===== config.mk =====
export PLATFORM = sky130hd
export DESIGN_NAME = afe_tuning_and_transparent_ctrl
export DESIGN_NICKNAME = d
export VERILOG_FILES = /design/src/logic/afe_pkg.sv /design/src/logic/afe_tuning_and_transparent_ctrl.sv /design/src/logic/bit_sync.sv /design/src/logic/sar_search.sv
export VERILOG_INCLUDE_DIRS = /design/src /design/src/logic
export SDC_FILE = /design/constraint.sdc
export NUM_CORES = 1
export LEC_CHECK = 0
export BUFFER_PORTS_ARGS = -buffer_cell sky130_fd_sc_hd__clkbuf_2
export CAP_MARGIN = 40
export CORE_ASPECT_RATIO = 1.25
export CORE_MARGIN = 2
export CORE_UTILIZATION = 30
export DETAILED_ROUTE_END_ITERATION = 12
export HOLD_SLACK_MARGIN = 0.12
export SYNTH_ARGS = -nofsm -noshare
export SYNTH_HDL_FRONTEND = slang
export SYNTH_SLANG_ARGS = --single-unit

===== constraint.sdc =====
create_clock -name clk_sys -period 7.06 [get_ports clk_sys]
set_input_delay 2.118 -clock clk_sys [delete_from_list [all_inputs] [get_ports clk_sys]]
set_output_delay 2.118 -clock clk_sys [all_outputs]
set_load 0.02 [all_outputs]

===== src/logic/afe_params.svh =====
// Offsets, field positions, reset values and limits of the AFE control block
// Assumes a byte-addressed Avalon-MM slave, one 8-bit register per word
`ifndef AFE_PARAMS_SVH
`define AFE_PARAMS_SVH

// ----------------------------------------------------------------
// Register word offsets
// ----------------------------------------------------------------
`define OFF_MOD_CTRL   6'h00
`define OFF_MOD_LEVEL  6'h01
`define OFF_NORM_LEVEL 6'h02
`define OFF_MOD_DISP   6'h03
`define OFF_COMMAND    6'h04
`define OFF_RX_CFG     6'h05
`define OFF_ANT_TARGET 6'h06
`define OFF_ANT_DISP   6'h07
`define OFF_ANT_CTRL   6'h08
`define OFF_STATUS     6'h09

// ----------------------------------------------------------------
// Field positions
// ----------------------------------------------------------------
`define MOD_SRC_BIT    7
`define MOD_DEPTH_LSB  1
`define ANT_MAN_BIT    7
`define CMD_MODCAL_BIT 0
`define CMD_ANTCAL_BIT 1
`define CMD_TRANSP_BIT 2
`define CFG_AM_BIT     0
`define CFG_PM_BIT     1
`define ANTD_ERR_BIT   3

// ----------------------------------------------------------------
// Reset values and limits
// ----------------------------------------------------------------
`define MOD_CTRL_RST   8'h00
`define LEVEL_RST      8'h00
`define RX_CFG_RST     8'h03
`define ANT_TARGET_RST 8'h80
`define ANT_CTRL_RST   8'h00
`define ANT_PHASE_TOL  8'h04

`endif


===== src/logic/afe_pkg.sv =====
// Types shared by the AFE control block
// Assumes the params header is included by users that need constants
package afe_pkg;

  typedef enum logic [4:0] {
    ST_IDLE = 5'h01,
    ST_MREF = 5'h02,
    ST_MSAR = 5'h04,
    ST_ASAR = 5'h08,
    ST_AFIN = 5'h10
  } calState_t;

  typedef enum logic {
    MEAS_AMP   = 1'b0,
    MEAS_PHASE = 1'b1
  } measKind_t;

endpackage


===== src/logic/afe_tuning_and_transparent_ctrl.sv =====
// Modulation level source, antenna tuning and transparent mode control
// Assumes an Avalon-MM master on clk_sys, measurement unit on clk_sys,
// serial pins and demodulator outputs asynchronous to clk_sys
`timescale 1ns/1ps
`include "afe_params.svh"
module afe_tuning_and_transparent_ctrl
  import afe_pkg::*;
#(
  parameter int LEVEL_W = 8,
  parameter int TRIM_W  = 4
) (
  input  wire logic                clk_sys,
  input  wire logic                sys_rst,
  input  wire logic [7:0]          avs_address,
  input  wire logic                avs_read,
  input  wire logic                avs_write,
  input  wire logic [31:0]         avs_writedata,
  input  wire logic [3:0]          avs_byteenable,
  output logic      [31:0]         avs_readdata,
  output logic                     avs_waitrequest,
  output logic                     measReq,
  output measKind_t                measKind,
  input  wire logic                measDone,
  input  wire logic [7:0]          measValue,
  output logic                     txForceOn,
  output logic      [LEVEL_W-1:0]  driveLevel,
  output logic      [2*TRIM_W-1:0] tuningSwitchPins,
  input  wire logic                spiSsN,
  input  wire logic                spiSclk,
  input  wire logic                spiMosi,
  input  wire logic                amDemod,
  input  wire logic                pmDemod,
  input  wire logic                frameModulate,
  input  wire logic                frameRxOn,
  input  wire logic                frameMisoOut,
  input  wire logic                frameMisoOe,
  input  wire logic                frameIrq,
  output logic                     modulatorOn,
  output logic                     rxOn,
  output logic                     spiMisoOut,
  output logic                     spiMisoOe,
  output logic                     irqPinOut,
  output logic      [3:0]          framingCfg,
  output logic      [3:0]          analogCfg
);

  // ----------------------------------------------------------------
  // Elaboration checks
  // ----------------------------------------------------------------
  generate
    if (LEVEL_W != 8 || TRIM_W != 4) begin : g_badParams
      $error("LEVEL_W must be 8 and TRIM_W must be 4");
    end
  endgenerate

  function automatic logic hit(input logic [7:0] addr,
                               input logic [5:0] off);
    hit = (addr[7:2] == off) && (addr[1:0] == 2'b00);
  endfunction

  // ----------------------------------------------------------------
  // Declarations
  // ----------------------------------------------------------------
  logic [7:0]   modCtrl_ff;
  logic [7:0]   modLevel_ff;
  logic [7:0]   normLevel_ff;
  logic [7:0]   modCalRes_ff;
  logic [7:0]   rxCfg_ff;
  logic [7:0]   antTarget_ff;
  logic [7:0]   antCtrl_ff;
  logic [7:0]   refAmp_ff;
  logic         antErr_ff;
  logic         resp_ff;
  logic         waitMeas_ff;
  logic         armed_ff;
  logic         transp_ff;
  logic         ssPrev_ff;
  calState_t    state_ff;
  calState_t    nxt_state;
  logic [4:0]   pinSync;
  logic         ssHigh;
  logic         sclkS;
  logic         mosiS;
  logic         amS;
  logic         pmS;
  logic         req;
  logic         accept;
  logic         cmdWr;
  logic         modStart;
  logic         antStart;
  logic         measStep;
  logic         modKeep;
  logic         antKeep;
  logic [15:0]  lhsAmp;
  logic [15:0]  rhsAmp;
  logic [7:0]   phaseDiff;
  logic [7:0]   modTrial;
  logic [7:0]   modRes;
  logic         modBusy;
  logic         modDone;
  logic [3:0]   antTrial;
  logic [3:0]   antRes;
  logic         antBusy;
  logic         antDone;
  logic [7:0]   modLevelSel;
  logic         nxt_mod;
  logic [3:0]   trimSel;
  logic         amEn;
  logic         pmEn;

  // ----------------------------------------------------------------
  // Pin synchronisers
  // ----------------------------------------------------------------
  bit_sync #(.W(5)) u_pinSync (
    .clk_sys (clk_sys),
    .sys_rst (sys_rst),
    .asyncIn ({spiSsN, spiSclk, spiMosi, amDemod, pmDemod}),
    .syncOut (pinSync)
  );

  assign ssHigh = pinSync[4];
  assign sclkS  = pinSync[3];
  assign mosiS  = pinSync[2];
  assign amS    = pinSync[1];
  assign pmS    = pinSync[0];

  // ----------------------------------------------------------------
  // Avalon-MM slave
  // ----------------------------------------------------------------
  assign req             = avs_read | avs_write;
  assign accept          = req & resp_ff;
  assign avs_waitrequest = req & ~resp_ff;
  assign cmdWr = accept & avs_write & avs_byteenable[0]
               & hit(avs_address, `OFF_COMMAND);

  always_ff @(posedge clk_sys or posedge sys_rst) begin
    if (sys_rst) begin
      resp_ff      <= 1'b0;
      avs_readdata <= 32'h0000_0000;
    end else begin
      resp_ff <= req & ~resp_ff;
      if (avs_read && !resp_ff) begin
        avs_readdata <= 32'h0000_0000;
        if (hit(avs_address, `OFF_MOD_CTRL))
          avs_readdata[7:0] <= modCtrl_ff;
        if (hit(avs_address, `OFF_MOD_LEVEL))
          avs_readdata[7:0] <= modLevel_ff;
        if (hit(avs_address, `OFF_NORM_LEVEL))
          avs_readdata[7:0] <= normLevel_ff;
        if (hit(avs_address, `OFF_MOD_DISP))
          avs_readdata[7:0] <= modCalRes_ff;
        if (hit(avs_address, `OFF_RX_CFG))
          avs_readdata[7:0] <= rxCfg_ff;
        if (hit(avs_address, `OFF_ANT_TARGET))
          avs_readdata[7:0] <= antTarget_ff;
        if (hit(avs_address, `OFF_ANT_DISP))
          avs_readdata[7:0] <= {antRes, antErr_ff, 3'b000};
        if (hit(avs_address, `OFF_ANT_CTRL))
          avs_readdata[7:0] <= antCtrl_ff;
        if (hit(avs_address, `OFF_STATUS))
          avs_readdata[7:0] <= {5'b00000, transp_ff, armed_ff,
                                ~state_ff[0]};
      end
    end
  end

  always_ff @(posedge clk_sys or posedge sys_rst) begin
    if (sys_rst) begin
      modCtrl_ff   <= `MOD_CTRL_RST;
      modLevel_ff  <= `LEVEL_RST;
      normLevel_ff <= `LEVEL_RST;
      rxCfg_ff     <= `RX_CFG_RST;
      antTarget_ff <= `ANT_TARGET_RST;
      antCtrl_ff   <= `ANT_CTRL_RST;
    end else if (accept && avs_write && avs_byteenable[0]) begin
      if (hit(avs_address, `OFF_MOD_CTRL))
        modCtrl_ff <= avs_writedata[7:0];
      if (hit(avs_address, `OFF_MOD_LEVEL))
        modLevel_ff <= avs_writedata[7:0];
      if (hit(avs_address, `OFF_NORM_LEVEL))
        normLevel_ff <= avs_writedata[7:0];
      if (hit(avs_address, `OFF_RX_CFG))
        rxCfg_ff <= avs_writedata[7:0];
      if (hit(avs_address, `OFF_ANT_TARGET))
        antTarget_ff <= avs_writedata[7:0];
      if (hit(avs_address, `OFF_ANT_CTRL))
        antCtrl_ff <= avs_writedata[7:0];
    end
  end

  // ----------------------------------------------------------------
  // Calibration sequencer
  // ----------------------------------------------------------------
  // own depth calibration
  assign modStart = cmdWr && state_ff == ST_IDLE
                  && avs_writedata[`CMD_MODCAL_BIT]
                  && !modCtrl_ff[`MOD_SRC_BIT];
  assign antStart = cmdWr && state_ff == ST_IDLE
                  && avs_writedata[`CMD_ANTCAL_BIT]
                  && !avs_writedata[`CMD_MODCAL_BIT];
  assign measStep = waitMeas_ff & measDone;

  // Keep extra resistance while amplitude stays at or above target
  assign lhsAmp  = 16'(measValue) * 16'({1'b1, modCtrl_ff[6:1]});
  assign rhsAmp  = {2'b00, refAmp_ff, 6'b000000};
  assign modKeep = lhsAmp >= rhsAmp;
  assign antKeep = measValue > antTarget_ff;
  assign phaseDiff = (measValue >= antTarget_ff)
                   ? measValue - antTarget_ff
                   : antTarget_ff - measValue;

  sar_search #(.W(LEVEL_W)) u_modSar (
    .clk_sys (clk_sys),
    .sys_rst (sys_rst),
    .start   (state_ff == ST_MREF && measStep),
    .step    (state_ff == ST_MSAR && measStep),
    .keep    (modKeep),
    .trial   (modTrial),
    .result  (modRes),
    .busy    (modBusy),
    .done    (modDone)
  );

  sar_search #(.W(TRIM_W)) u_antSar (
    .clk_sys (clk_sys),
    .sys_rst (sys_rst),
    .start   (antStart),
    .step    (state_ff == ST_ASAR && measStep),
    .keep    (antKeep),
    .trial   (antTrial),
    .result  (antRes),
    .busy    (antBusy),
    .done    (antDone)
  );

  always_comb begin
    nxt_state = state_ff;
    unique case (state_ff)
      ST_IDLE: begin
        if (modStart) nxt_state = ST_MREF;
        else if (antStart) nxt_state = ST_ASAR;
      end
      ST_MREF: if (measStep) nxt_state = ST_MSAR;
      ST_MSAR: if (modDone) nxt_state = ST_IDLE;
      ST_ASAR: if (antDone) nxt_state = ST_AFIN;
      ST_AFIN: if (measStep) nxt_state = ST_IDLE;
      default: nxt_state = ST_IDLE;
    endcase
  end

  always_ff @(posedge clk_sys or posedge sys_rst) begin
    if (sys_rst) state_ff <= ST_IDLE;
    else         state_ff <= nxt_state;
  end

  // One measurement per trial, issued once the drive has settled
  always_ff @(posedge clk_sys or posedge sys_rst) begin
    if (sys_rst) begin
      waitMeas_ff <= 1'b0;
      measReq     <= 1'b0;
    end else begin
      measReq <= 1'b0;
      if (measStep) begin
        waitMeas_ff <= 1'b0;
      end else if (!waitMeas_ff && !measReq && !modDone && !antDone
                   && (state_ff == ST_MREF
                       || (state_ff == ST_MSAR && modBusy)
                       || (state_ff == ST_ASAR && antBusy)
                       || state_ff == ST_AFIN)) begin
        waitMeas_ff <= 1'b1;
        measReq     <= 1'b1;
      end
    end
  end

  assign measKind  = (state_ff == ST_ASAR || state_ff == ST_AFIN)
                   ? MEAS_PHASE : MEAS_AMP;
  assign txForceOn = ~state_ff[0];

  always_ff @(posedge clk_sys or posedge sys_rst) begin
    if (sys_rst) begin
      refAmp_ff    <= 8'h00;
      modCalRes_ff <= 8'h00;
      antErr_ff    <= 1'b0;
    end else begin
      if (state_ff == ST_MREF && measStep) refAmp_ff <= measValue;
      if (modDone) modCalRes_ff <= modRes;
      if (state_ff == ST_AFIN && measStep)
        antErr_ff <= phaseDiff > `ANT_PHASE_TOL;
    end
  end

  // ----------------------------------------------------------------
  // Drive level and tuning switches
  // ----------------------------------------------------------------
  // host or calibrated level source
  assign modLevelSel = modCtrl_ff[`MOD_SRC_BIT] ? modLevel_ff
                                                : modCalRes_ff;
  assign trimSel = (state_ff == ST_ASAR) ? antTrial
                 : antCtrl_ff[`ANT_MAN_BIT] ? antCtrl_ff[3:0]
                 : antRes;

  always_ff @(posedge clk_sys or posedge sys_rst) begin
    if (sys_rst) begin
      driveLevel       <= `LEVEL_RST;
      tuningSwitchPins <= '0;
    end else begin
      if (state_ff == ST_MSAR) driveLevel <= modTrial;
      else if (nxt_mod && state_ff == ST_IDLE) driveLevel <= modLevelSel;
      else driveLevel <= normLevel_ff;
      tuningSwitchPins <= {trimSel, trimSel};
    end
  end

  // ----------------------------------------------------------------
  // Transparent mode
  // ----------------------------------------------------------------
  always_ff @(posedge clk_sys or posedge sys_rst) begin
    if (sys_rst) begin
      armed_ff  <= 1'b0;
      transp_ff <= 1'b0;
      ssPrev_ff <= 1'b1;
    end else begin
      ssPrev_ff <= ssHigh;
      if (accept) begin
        transp_ff <= 1'b0;
        armed_ff  <= cmdWr & avs_writedata[`CMD_TRANSP_BIT];
      end else if (armed_ff && ssHigh && !ssPrev_ff) begin
        transp_ff <= 1'b1;
        armed_ff  <= 1'b0;
      end else if (!ssHigh) begin
        transp_ff <= 1'b0;
      end
    end
  end

  assign amEn    = rxCfg_ff[`CFG_AM_BIT];
  assign pmEn    = rxCfg_ff[`CFG_PM_BIT];
  assign nxt_mod = transp_ff ? mosiS : frameModulate;

  always_ff @(posedge clk_sys or posedge sys_rst) begin
    if (sys_rst) begin
      modulatorOn <= 1'b0;
      rxOn        <= 1'b0;
      spiMisoOut  <= 1'b0;
      spiMisoOe   <= 1'b0;
      irqPinOut   <= 1'b0;
    end else if (transp_ff) begin
      modulatorOn <= nxt_mod;
      rxOn        <= sclkS;
      spiMisoOe   <= 1'b1;
      spiMisoOut  <= amEn ? amS : pmS;
      irqPinOut   <= amEn & pmEn & pmS;
    end else begin
      modulatorOn <= nxt_mod;
      rxOn        <= frameRxOn;
      spiMisoOut  <= frameMisoOut;
      spiMisoOe   <= frameMisoOe;
      irqPinOut   <= frameIrq;
    end
  end

  assign framingCfg = transp_ff ? 4'h0 : rxCfg_ff[7:4];
  assign analogCfg  = rxCfg_ff[3:0];
endmodule


===== src/logic/bit_sync.sv =====
// Two-flop synchroniser for a group of independent levels
// Assumes each bit is a slow level from outside the clk_sys domain
`timescale 1ns/1ps
module bit_sync #(
  parameter int W = 1
) (
  input  wire logic         clk_sys,
  input  wire logic         sys_rst,
  input  wire logic [W-1:0] asyncIn,
  output logic      [W-1:0] syncOut
);

  logic [W-1:0] meta_ff;

  always_ff @(posedge clk_sys or posedge sys_rst) begin
    if (sys_rst) begin
      meta_ff <= '0;
      syncOut <= '0;
    end else begin
      meta_ff <= asyncIn;
      syncOut <= meta_ff;
    end
  end

endmodule


===== src/logic/sar_search.sv =====
// Successive approximation over a W-bit code, MSB first
// Assumes step pulses only once the trial code has been measured
`timescale 1ns/1ps
module sar_search #(
  parameter int W = 4
) (
  input  wire logic         clk_sys,
  input  wire logic         sys_rst,
  input  wire logic         start,
  input  wire logic         step,
  input  wire logic         keep,
  output logic      [W-1:0] trial,
  output logic      [W-1:0] result,
  output logic              busy,
  output logic              done
);

  logic [W-1:0] bit_ff;

  generate
    if (W < 1 || W > 16) begin : g_badW
      $error("sar_search width out of range");
    end
  endgenerate

  assign trial = result | bit_ff;

  always_ff @(posedge clk_sys or posedge sys_rst) begin
    if (sys_rst) begin
      result <= '0;
      bit_ff <= '0;
      busy   <= 1'b0;
      done   <= 1'b0;
    end else begin
      done <= 1'b0;
      if (start) begin
        result <= '0;
        bit_ff <= {1'b1, {(W-1){1'b0}}};
        busy   <= 1'b1;
      end else if (busy && step) begin
        if (keep) begin
          result <= result | bit_ff;
        end
        bit_ff <= bit_ff >> 1;
        if (bit_ff[0]) begin
          busy <= 1'b0;
          done <= 1'b1;
        end
      end
    end
  end

endmodule


==> results of run 1 <==
## power breakdown
group          internal, mW  total [mW]  switching (mW)  leakage [nW]
registers             0.837       0.866          0.0298          1.84
logic                 0.131       0.363           0.232          3.14
clock network         0.536       0.899           0.363         0.278
## layer usage
metal	part of all wire (%)	track usage, %	vias to the layer above
met5	0	0	-
met4	2.1	4.50	0
met3	3.6	2.64	33
met2	52	26.1	156
met1	42	18.4	3291
li1	-	-	3104
## what timing repair did
| action | in CTS | in global routing |
|---|---|---|
| gates cloned | 0 | 0 |
| pin swaps | 14 | 5 |
| setup buffers | 3 | 2 |
| resized for setup | 15 | 1 |
| endpoints found under the setup margin | 8 | 8 |
## worst paths after layout
kind	slack (ns)	end	depth (start not counted)	start
min in group asynchronous	1.60	driveLevel[1]	2	sys_rst
max reg2reg	1.20	u_modSar.result[2]	17	modCtrl_ff[2]
max in group asynchronous	4.22	avs_readdata[2]	4	sys_rst
min reg2reg	0.35	u_pinSync.syncOut[2]	0	u_pinSync.meta_ff[2]
min	0.35	u_pinSync.syncOut[2]	0	u_pinSync.meta_ff[2]
max	-0.05	u_modSar.result[2]	23	measValue[1]
## logic make-up after synthesis
group	Yosys count	share of synthesized area, %
buf+inv	122	7.09
xor+xnor	17	1.67
compound gates	162	11.8
other cells	1	0.0422
simple gates	233	14.6
fa+ha+maj	87	14.9
flops	139	39.2
mux	80	10.7
## critical path, cell delays in order
cell	delay [ns]
clkbuf_16	0.13
and2_4	0.15
fa_1	0.54
inv_2	0.04
fa_1	0.53
inv_1	0.05
fa_2	0.52
inv_2	0.04
fa_2	0.52
inv_2	0.04
ha_4	0.21
inv_4	0.07
a21oi_4	0.05
o31ai_4	0.25
nand2_1	0.09
xor2_1	0.16
ha_1	0.33
a2111oi_4	0.31
o211ai_1	0.19
a311oi_2	0.27
or4b_4	0.56
a41oi_2	0.19
nor2_1	0.05
## per-stage QoR
stage                     area (um2)  std cells
after CTS                      10600       1364
final                          10700       1366
after floorplan                 9060        864
after global placement          9920       1328
after global routing           10700       1366
after detailed placement        9950       1329
## layout by cell type, fill, tap and decap left out, types with 19 or more instances in the layout
cell type,instances
clkbuf_2,76
ha_1,53
o21ai_0,50
buf_4,51
inv_1,57
conb_1,24
fa_1,29
and2_1,41
dfrtp_1,134
a21oi_1,33
nor2_1,31
mux2_2,54
nand2_1,77
mux2i_1,19
## final cells by class
type,instances,area share (%)
flip-flops and latches,139,32.7
multi-input cells,603,46.8
well taps,396,4.65
clock inverters,14,1.48
inverters,64,2.32
clock buffers,18,4.12
repair buffers,132,7.93
==> reports/qor.yml, run 1 <==
outcome:
  status: "finished with violations"
  violations: "setup timing"
sta:
  rsz0062_at_grt: "yes"
  setup_tns_ns: -0.156
  setup_viol: 4
  relSlewSlack_pct: 49.1
  fin_crit_sh_pct: 101
  max_freq_mhz: 141
  holdWs_ns: 0.348
  finalMaxSlewViolations: 0
  tightestPinTransition_ns: 0.763
  finClkSkew_ns: 0.0158
  final-hold-violation-count: 0
  setup_ws_ns: -0.0514
  finalCriticalPeriod_ns: 7.11
grt:
  gr-usage-all-layers_pct: 14.8
  antenna_found_initial: 0
  grt_overflow: 0
  grt_start_max_net_pins: 85
  grt_pass1_vias: 6740
  grt_pass1_wl_um: 36000
logic_synthesis:
  yosys_warnings: 0
  synthTopCellsByArea: "dfrtp_1 (38%), ha_1 (7.9%), fa_1 (7.0%)"
  syn_area_um2: 8890
  syn_avg_cell_area_um2: 10.6
  netlist_top_cells_count: "dfrtp_1 (134), nand2_1 (78), inv_1 (64)"
  synth_seq_area_share_pct: 39.2
  synth.distinct_cells: 80
  yosysTopAreaCellShare_pct: 37.7
  synthArstFlopShare_pct: 100
  yosysMostFrequentCell: "dfrtp_1"
  synthCells: 841
  synth_flop_cell: "dfrtp_1"
  synth_seq_cells: 139
  synth_edf_count: 0
  yosysTopAreaCell: "dfrtp_1"
finish:
  nFillCells: 2974
  antenna_cells: 0
  fin_nets: 1111
  area_growth_pct: 19.8
  drive_above_1_share_pct: 29.2
  multi_input_area_um2: 4990
  utilization_pct: 36.4
  seq_area_um2: 3480
detailed_routing:
  viasPerCell: 4.82
  dr.pass1.iters: 10
  vias: 6584
  wl_um: 22100
  drt_iter0_markers: 327
  wl_per_cell_um: 16.2
  antenna_left: 0
  drc: 0
cts:
  clockBufferDepth: 2
  cts_num_sinks: 139
  postCtsHoldBufs: 0
  cts_buffers: 17
  path_clk_slew_ns: 0.06
  cts_max_level: 4
  clockRootBuffer: "clkbuf_16"
  clk_latency_ns: 0.43
  cts_tree: "done"
flow_run:
  maxCapViolations: 0
power_and_ir_drop:
  ir_drop_uv: 143
  powerDensity_nw_per_um2: 200
  p_total_mw: 2.13
  p_leak_nw: 5.25
setup_path:
  path_max_fanout: 4
  critical_path_arrival_ns: 7.41
  cp.required_ns: 7.36
  path_class: "in2reg"
  worstSetupStartpointType: "input pin"
  end_kind: "register"
placed_design:
  dp_hpwl_um: 17100
  io_buffers: 80
  gp_congestion: 0.810
  place_ws_ns: -0.717
die:
  start_util_pct: 30.4
  rows: 70
  ios: 132
  die_x_um: 158
  core_um2: 29300
  dieArea_um2: 31100
  fp.dieH_um: 197
min_path:
  hold_class: "reg2reg"
(Power assumes the default switching activity.)
==> run 2: changes to the inputs <==
- CELL_PAD_IN_SITES_DETAIL_PLACEMENT: not set -> 0
- CELL_PAD_IN_SITES_GLOBAL_PLACEMENT: not set -> 1
- PLACE_DENSITY_LB_ADDON: not set -> 0.1
==> reports/qor.yml, run 2 (synthesis results as in run 1) <==
finish:
  finalInstanceArea_um2: 10800
  antenna_cells: 0
  final_cell_mix: "dfrtp_1 (134), nand2_1 (76), clkbuf_2 (74)"
  final_common_cell: "dfrtp_1"
  area_growth_pct: 21.6
  fin_cells: 1368
  fin_nets: 1114
  drive_above_1_share_pct: 30.9
cts:
  cts_tree: "done"
  clockRootBuffer: "clkbuf_16"
  cts_num_sinks: 139
  clk_latency_ns: 0.43
  clockBufferDepth: 2
  cts_buffers: 17
  cts_max_level: 4
  postCtsHoldBufs: 0
  path_clk_slew_ns: 0.06
power_and_ir_drop:
  p_leak_nw: 5.32
  powerDensity_nw_per_um2: 202
  ir_drop_uv: 121
  p_total_mw: 2.19
min_path:
  whs_endpoint: "u_pinSync.syncOut[1]"
  hold_path_depth: 0
  hold_class: "reg2reg"
  worstHoldStart: "u_pinSync.meta_ff[1]"
detailed_routing:
  drc: 0
  met2_length_um: 13200
  viasPerCell: 4.67
  dr.pass1.iters: 5
  antenna_left: 0
  vias: 6391
  drt_iter0_markers: 222
  wl_per_cell_um: 18.0
  highest_layer: "met4"
  wl_met3_um: 554
  wl_met1_um: 10500
  wl_um: 24600
outcome:
  status: "finished with violations"
  violations: "setup timing"
die:
  dieArea_um2: 31100
  core_um2: 29300
  ios: 132
  start_util_pct: 30.4
  die_x_um: 158
  rows: 70
  fp.dieH_um: 197
sta:
  setup_viol: 8
  finClkSkew_ns: 0.00999
  final-hold-violation-count: 0
  fin_crit_sh_pct: 103
  rsz0062_at_grt: "yes"
  max_freq_mhz: 137
  relSlewSlack_pct: 45.7
  finalMaxSlewViolations: 0
  tightestPinTransition_ns: 0.814
  finalCriticalPeriod_ns: 7.30
  setup_ws_ns: -0.240
  holdWs_ns: 0.347
setup_path:
  path_buf_inv: 9
  worstSetupStartpointType: "input pin"
  cp_slowest_stage_delay_ns: 0.57
  critPathSlowestCell: "fa_2"
  r2r-start: "modCtrl_ff[5]"
  critical_path_arrival_ns: 7.65
  end_kind: "register"
  r2r-end: "u_modSar.result[7]"
  path_delay_family: "adder cells"
  path_class: "in2reg"
  regToRegSetupSlack_ns: 1.01
  reg2reg_depth: 19
  path_max_fanout: 4
  cp.required_ns: 7.41
  crit_top_cell: "inv_2"
placed_design:
  io_buffers: 80
  place_ws_ns: -0.836
  placed_area_um2: 10000
  placed_cells: 1333
  gp_congestion: 0.765
  dp_hpwl_um: 19000
grt:
  grt_start_max_net_pins: 81
  grt_overflow: 0
  grt_pass1_wl_um: 38600
  gr-usage-all-layers_pct: 16.6
  grt_pass1_vias: 6756
  antenna_found_initial: 0
flow_run:
  maxCapViolations: 0
run 2: layout make-up:
cell class / count / area (um2)
Inverter: 64 / 248
Sequential cell: 139 / 3480
Timing Repair Buffer: 135 / 908
Multi-Input combinational cell: 603 / 5060
Tap cell: 396 / 495
Clock inverter: 12 / 171
Fill cell: 3064 / 18400
Clock buffer: 19 / 453
run 2: worst max path at each step:
| stage | cells after the start | to | startpoint |
|---|---|---|---|
| floorplan | 22 | u_modSar.result[0] | measValue[1] |
| global placement | 24 | u_modSar.result[7] | measValue[1] |
| detailed placement | 24 | u_modSar.result[7] | measValue[1] |
| CTS | 26 | u_modSar.result[7] | measValue[1] |
| global route | 26 | u_modSar.result[7] | measValue[1] |
| finish | 28 | u_modSar.result[5] | measValue[1] |
run 2: where the power goes:
group          total, mW  switching (mW)  internal [mW]
combinational      0.371           0.237          0.134
clock              0.953           0.348          0.605
sequential         0.864          0.0274          0.837
total               2.19           0.612           1.58
run 2: layer usage:
| layer | vias up | global-route usage, % |
|---|---|---|
| met2 | 85 | 30.2 |
| met5 | - | 0 |
| li1 | 3110 | - |
| met3 | 19 | 2.64 |
| met4 | 0 | 4.87 |
| met1 | 3177 | 20.1 |
run 2: metrics by stage:
| stage | setup TNS (ns) | utilization (%) |
|---|---|---|
| 2_1_floorplan | -0.535 | - |
| 3_3_place_gp | -6.21 | 34.1 |
| 3_5_place_dp | -6.45 | 34.2 |
| 4_1_cts | -1.95 | 36.8 |
| 5_1_grt | -3.35 | 37.0 |
| 6_report | -1.68 | 37.0 |
run 2: repair_timing:
item,4_1_cts,5_1_grt
pin swaps,19,8
gates resized for setup,28,10
buffers inserted,3,1
cloned,0,0
endpoints found under the setup margin,8,8
==> run 3: changes to the inputs <==
- BUFFER_PORTS_ARGS: -buffer_cell sky130_fd_sc_hd__clkbuf_2 -> not set
- DONT_BUFFER_PORTS: not set -> 1
==> reports/qor.yml, run 3 (synthesis results as in run 1) <==
placed_design:
  io_buffers: 0
  gp_congestion: 0.810
  dp_hpwl_um: 18200
sta:
  relSlewSlack_pct: 45.1
  finClkSkew_ns: 0.0105
  tightestPinTransition_ns: 0.822
  finalCriticalPeriod_ns: 6.95
  fin_crit_sh_pct: 98.5
  final-hold-violation-count: 0
  finalMaxSlewViolations: 0
  max_freq_mhz: 144
  setup_tns_ns: 0
  rsz0062_at_grt: "yes"
  holdWs_ns: 0.347
  setup_viol: 0
grt:
  grt_pass1_wl_um: 37400
  antenna_found_initial: 0
  grt-busiest-layer: "met2"
  grt.met2_usage_pct: 28.9
  grt_use_met3_pct: 3.12
  use_met1_pct: 19.0
  gr-usage-all-layers_pct: 16.1
  grt_overflow: 0
  grt_start_max_net_pins: 92
  grt_pass1_vias: 6454
min_path:
  hold_class: "reg2reg"
detailed_routing:
  drc: 0
  wl_per_cell_um: 18.8
  viasPerCell: 4.90
  drt_iter0_markers: 239
  antenna_left: 0
  dr.pass1.iters: 5
  vias: 6180
  wl_um: 23800
setup_path:
  worstSetupStartpointType: "input pin"
  path_max_fanout: 10
  path_class: "in2reg"
  cp.required_ns: 7.37
  regToRegSetupSlack_ns: 1.21
  critical_path_arrival_ns: 7.26
  end_kind: "register"
die:
  core_um2: 29300
  start_util_pct: 30.4
  fp.dieH_um: 197
  dieArea_um2: 31100
  ios: 132
  rows: 70
  die_x_um: 158
finish:
  antenna_cells: 0
  area_growth_pct: 13.5
  final_cell_mix: "dfrtp_1 (134), nand2_1 (77), inv_1 (54), mux2_2 (54), ha_1 (53)"
  utilization_pct: 34.5
  final_common_cell: "dfrtp_1"
  drive_above_1_share_pct: 21.9
  fin_nets: 1007
cts:
  path_clk_slew_ns: 0.06
  cts_tree: "done"
  clockBufferDepth: 2
  clk_latency_ns: 0.42
  cts_max_level: 4
  cts_buffers: 17
  clockRootBuffer: "clkbuf_16"
  cts_num_sinks: 139
power_and_ir_drop:
  powerDensity_nw_per_um2: 204
  ir_drop_uv: 167
  p_total_mw: 2.06
  p_leak_nw: 4.79
outcome:
  status: "complete, no violations"
flow_run:
  maxCapViolations: 0
==> run 3: changes by cell type in the layout (fill, tap and decap cells not counted), moves of 2 or more <==
cell	previous run	this run
clkbuf_2	74	0
buf_4	49	27
clkbuf_4	4	0
inv_6	1	5
buf_6	3	0
buf_12	2	0
bufinv_16	4	2
clkinv_2	4	2
inv_1	56	54
inv_2	6	8
==> run 3: timing repair <==
action                                  CTS  global route
pin swaps                                12            11
hold buffers                              0             0
gates resized for setup                   8            16
cloned                                    0             0
setup buffers                             0             3
endpoints found under the setup margin    7             8
==> run 3: final cells by class <==
| type | count | area, um2 |
|---|---|---|
| clock inverters | 12 | 138 |
| inverters | 64 | 248 |
| multi-input cells | 603 | 5040 |
| flip-flops and latches | 139 | 3480 |
| clock buffers | 20 | 457 |
| repair buffers | 28 | 230 |
| fillers | 3035 | 19200 |
| well taps | 396 | 495 |
==> run 3: metrics by stage <==
| stage | instance area, um2 | worst slack [ns] | instances |
|---|---|---|---|
| after detailed placement | 9380 | -0.516 | 1227 |
| final | 10100 | 0.106 | 1262 |
| after floorplan | 9060 | -0.106 | 864 |
| after global placement | 9360 | -0.574 | 1226 |
| after global routing | 10100 | -0.0633 | 1262 |
| after CTS | 10000 | -0.00180 | 1259 |
==> run 3: per-layer routing <==
metal	vias up	routed length [um]
met5	-	0
met4	0	530
met3	30	935
met2	121	12800
met1	3131	9570
li1	2898	-
==> run 3: path summary, 6_finish.rpt <==
kind,start,to,depth (start not counted)
worst min register to register,u_pinSync.meta_ff[4],u_pinSync.syncOut[4],0
worst max register to register,modCtrl_ff[5],u_modSar.result[0],17
min in group asynchronous,sys_rst,driveLevel[7],1
worst min-delay path,u_pinSync.meta_ff[4],u_pinSync.syncOut[4],0
worst max-delay path,measValue[1],u_modSar.result[0],22
max in group asynchronous,sys_rst,tuningSwitchPins[4],3
==> run 3: critical path, stage by stage <==
cell       delay [ns]
and2_4           0.14
fa_1             0.51
inv_2            0.04
fa_2             0.56
inv_2            0.04
fa_2             0.52
inv_2            0.04
fa_2             0.53
inv_2            0.04
ha_4             0.26
inv_4            0.04
a21oi_4          0.14
o22ai_4          0.09
o21ai_2          0.17
nor2_2           0.07
xnor2_2          0.14
ha_2             0.20
a2111oi_4        0.35
o211ai_1         0.18
a311oi_2         0.26
or4b_4           0.57
a32o_1           0.25
==> run 3: report_power, final <==
part / internal [mW] / switching [mW]
logic: 0.0919 / 0.159
registers: 0.836 / 0.0704
clock network: 0.543 / 0.358
total: 1.47 / 0.587
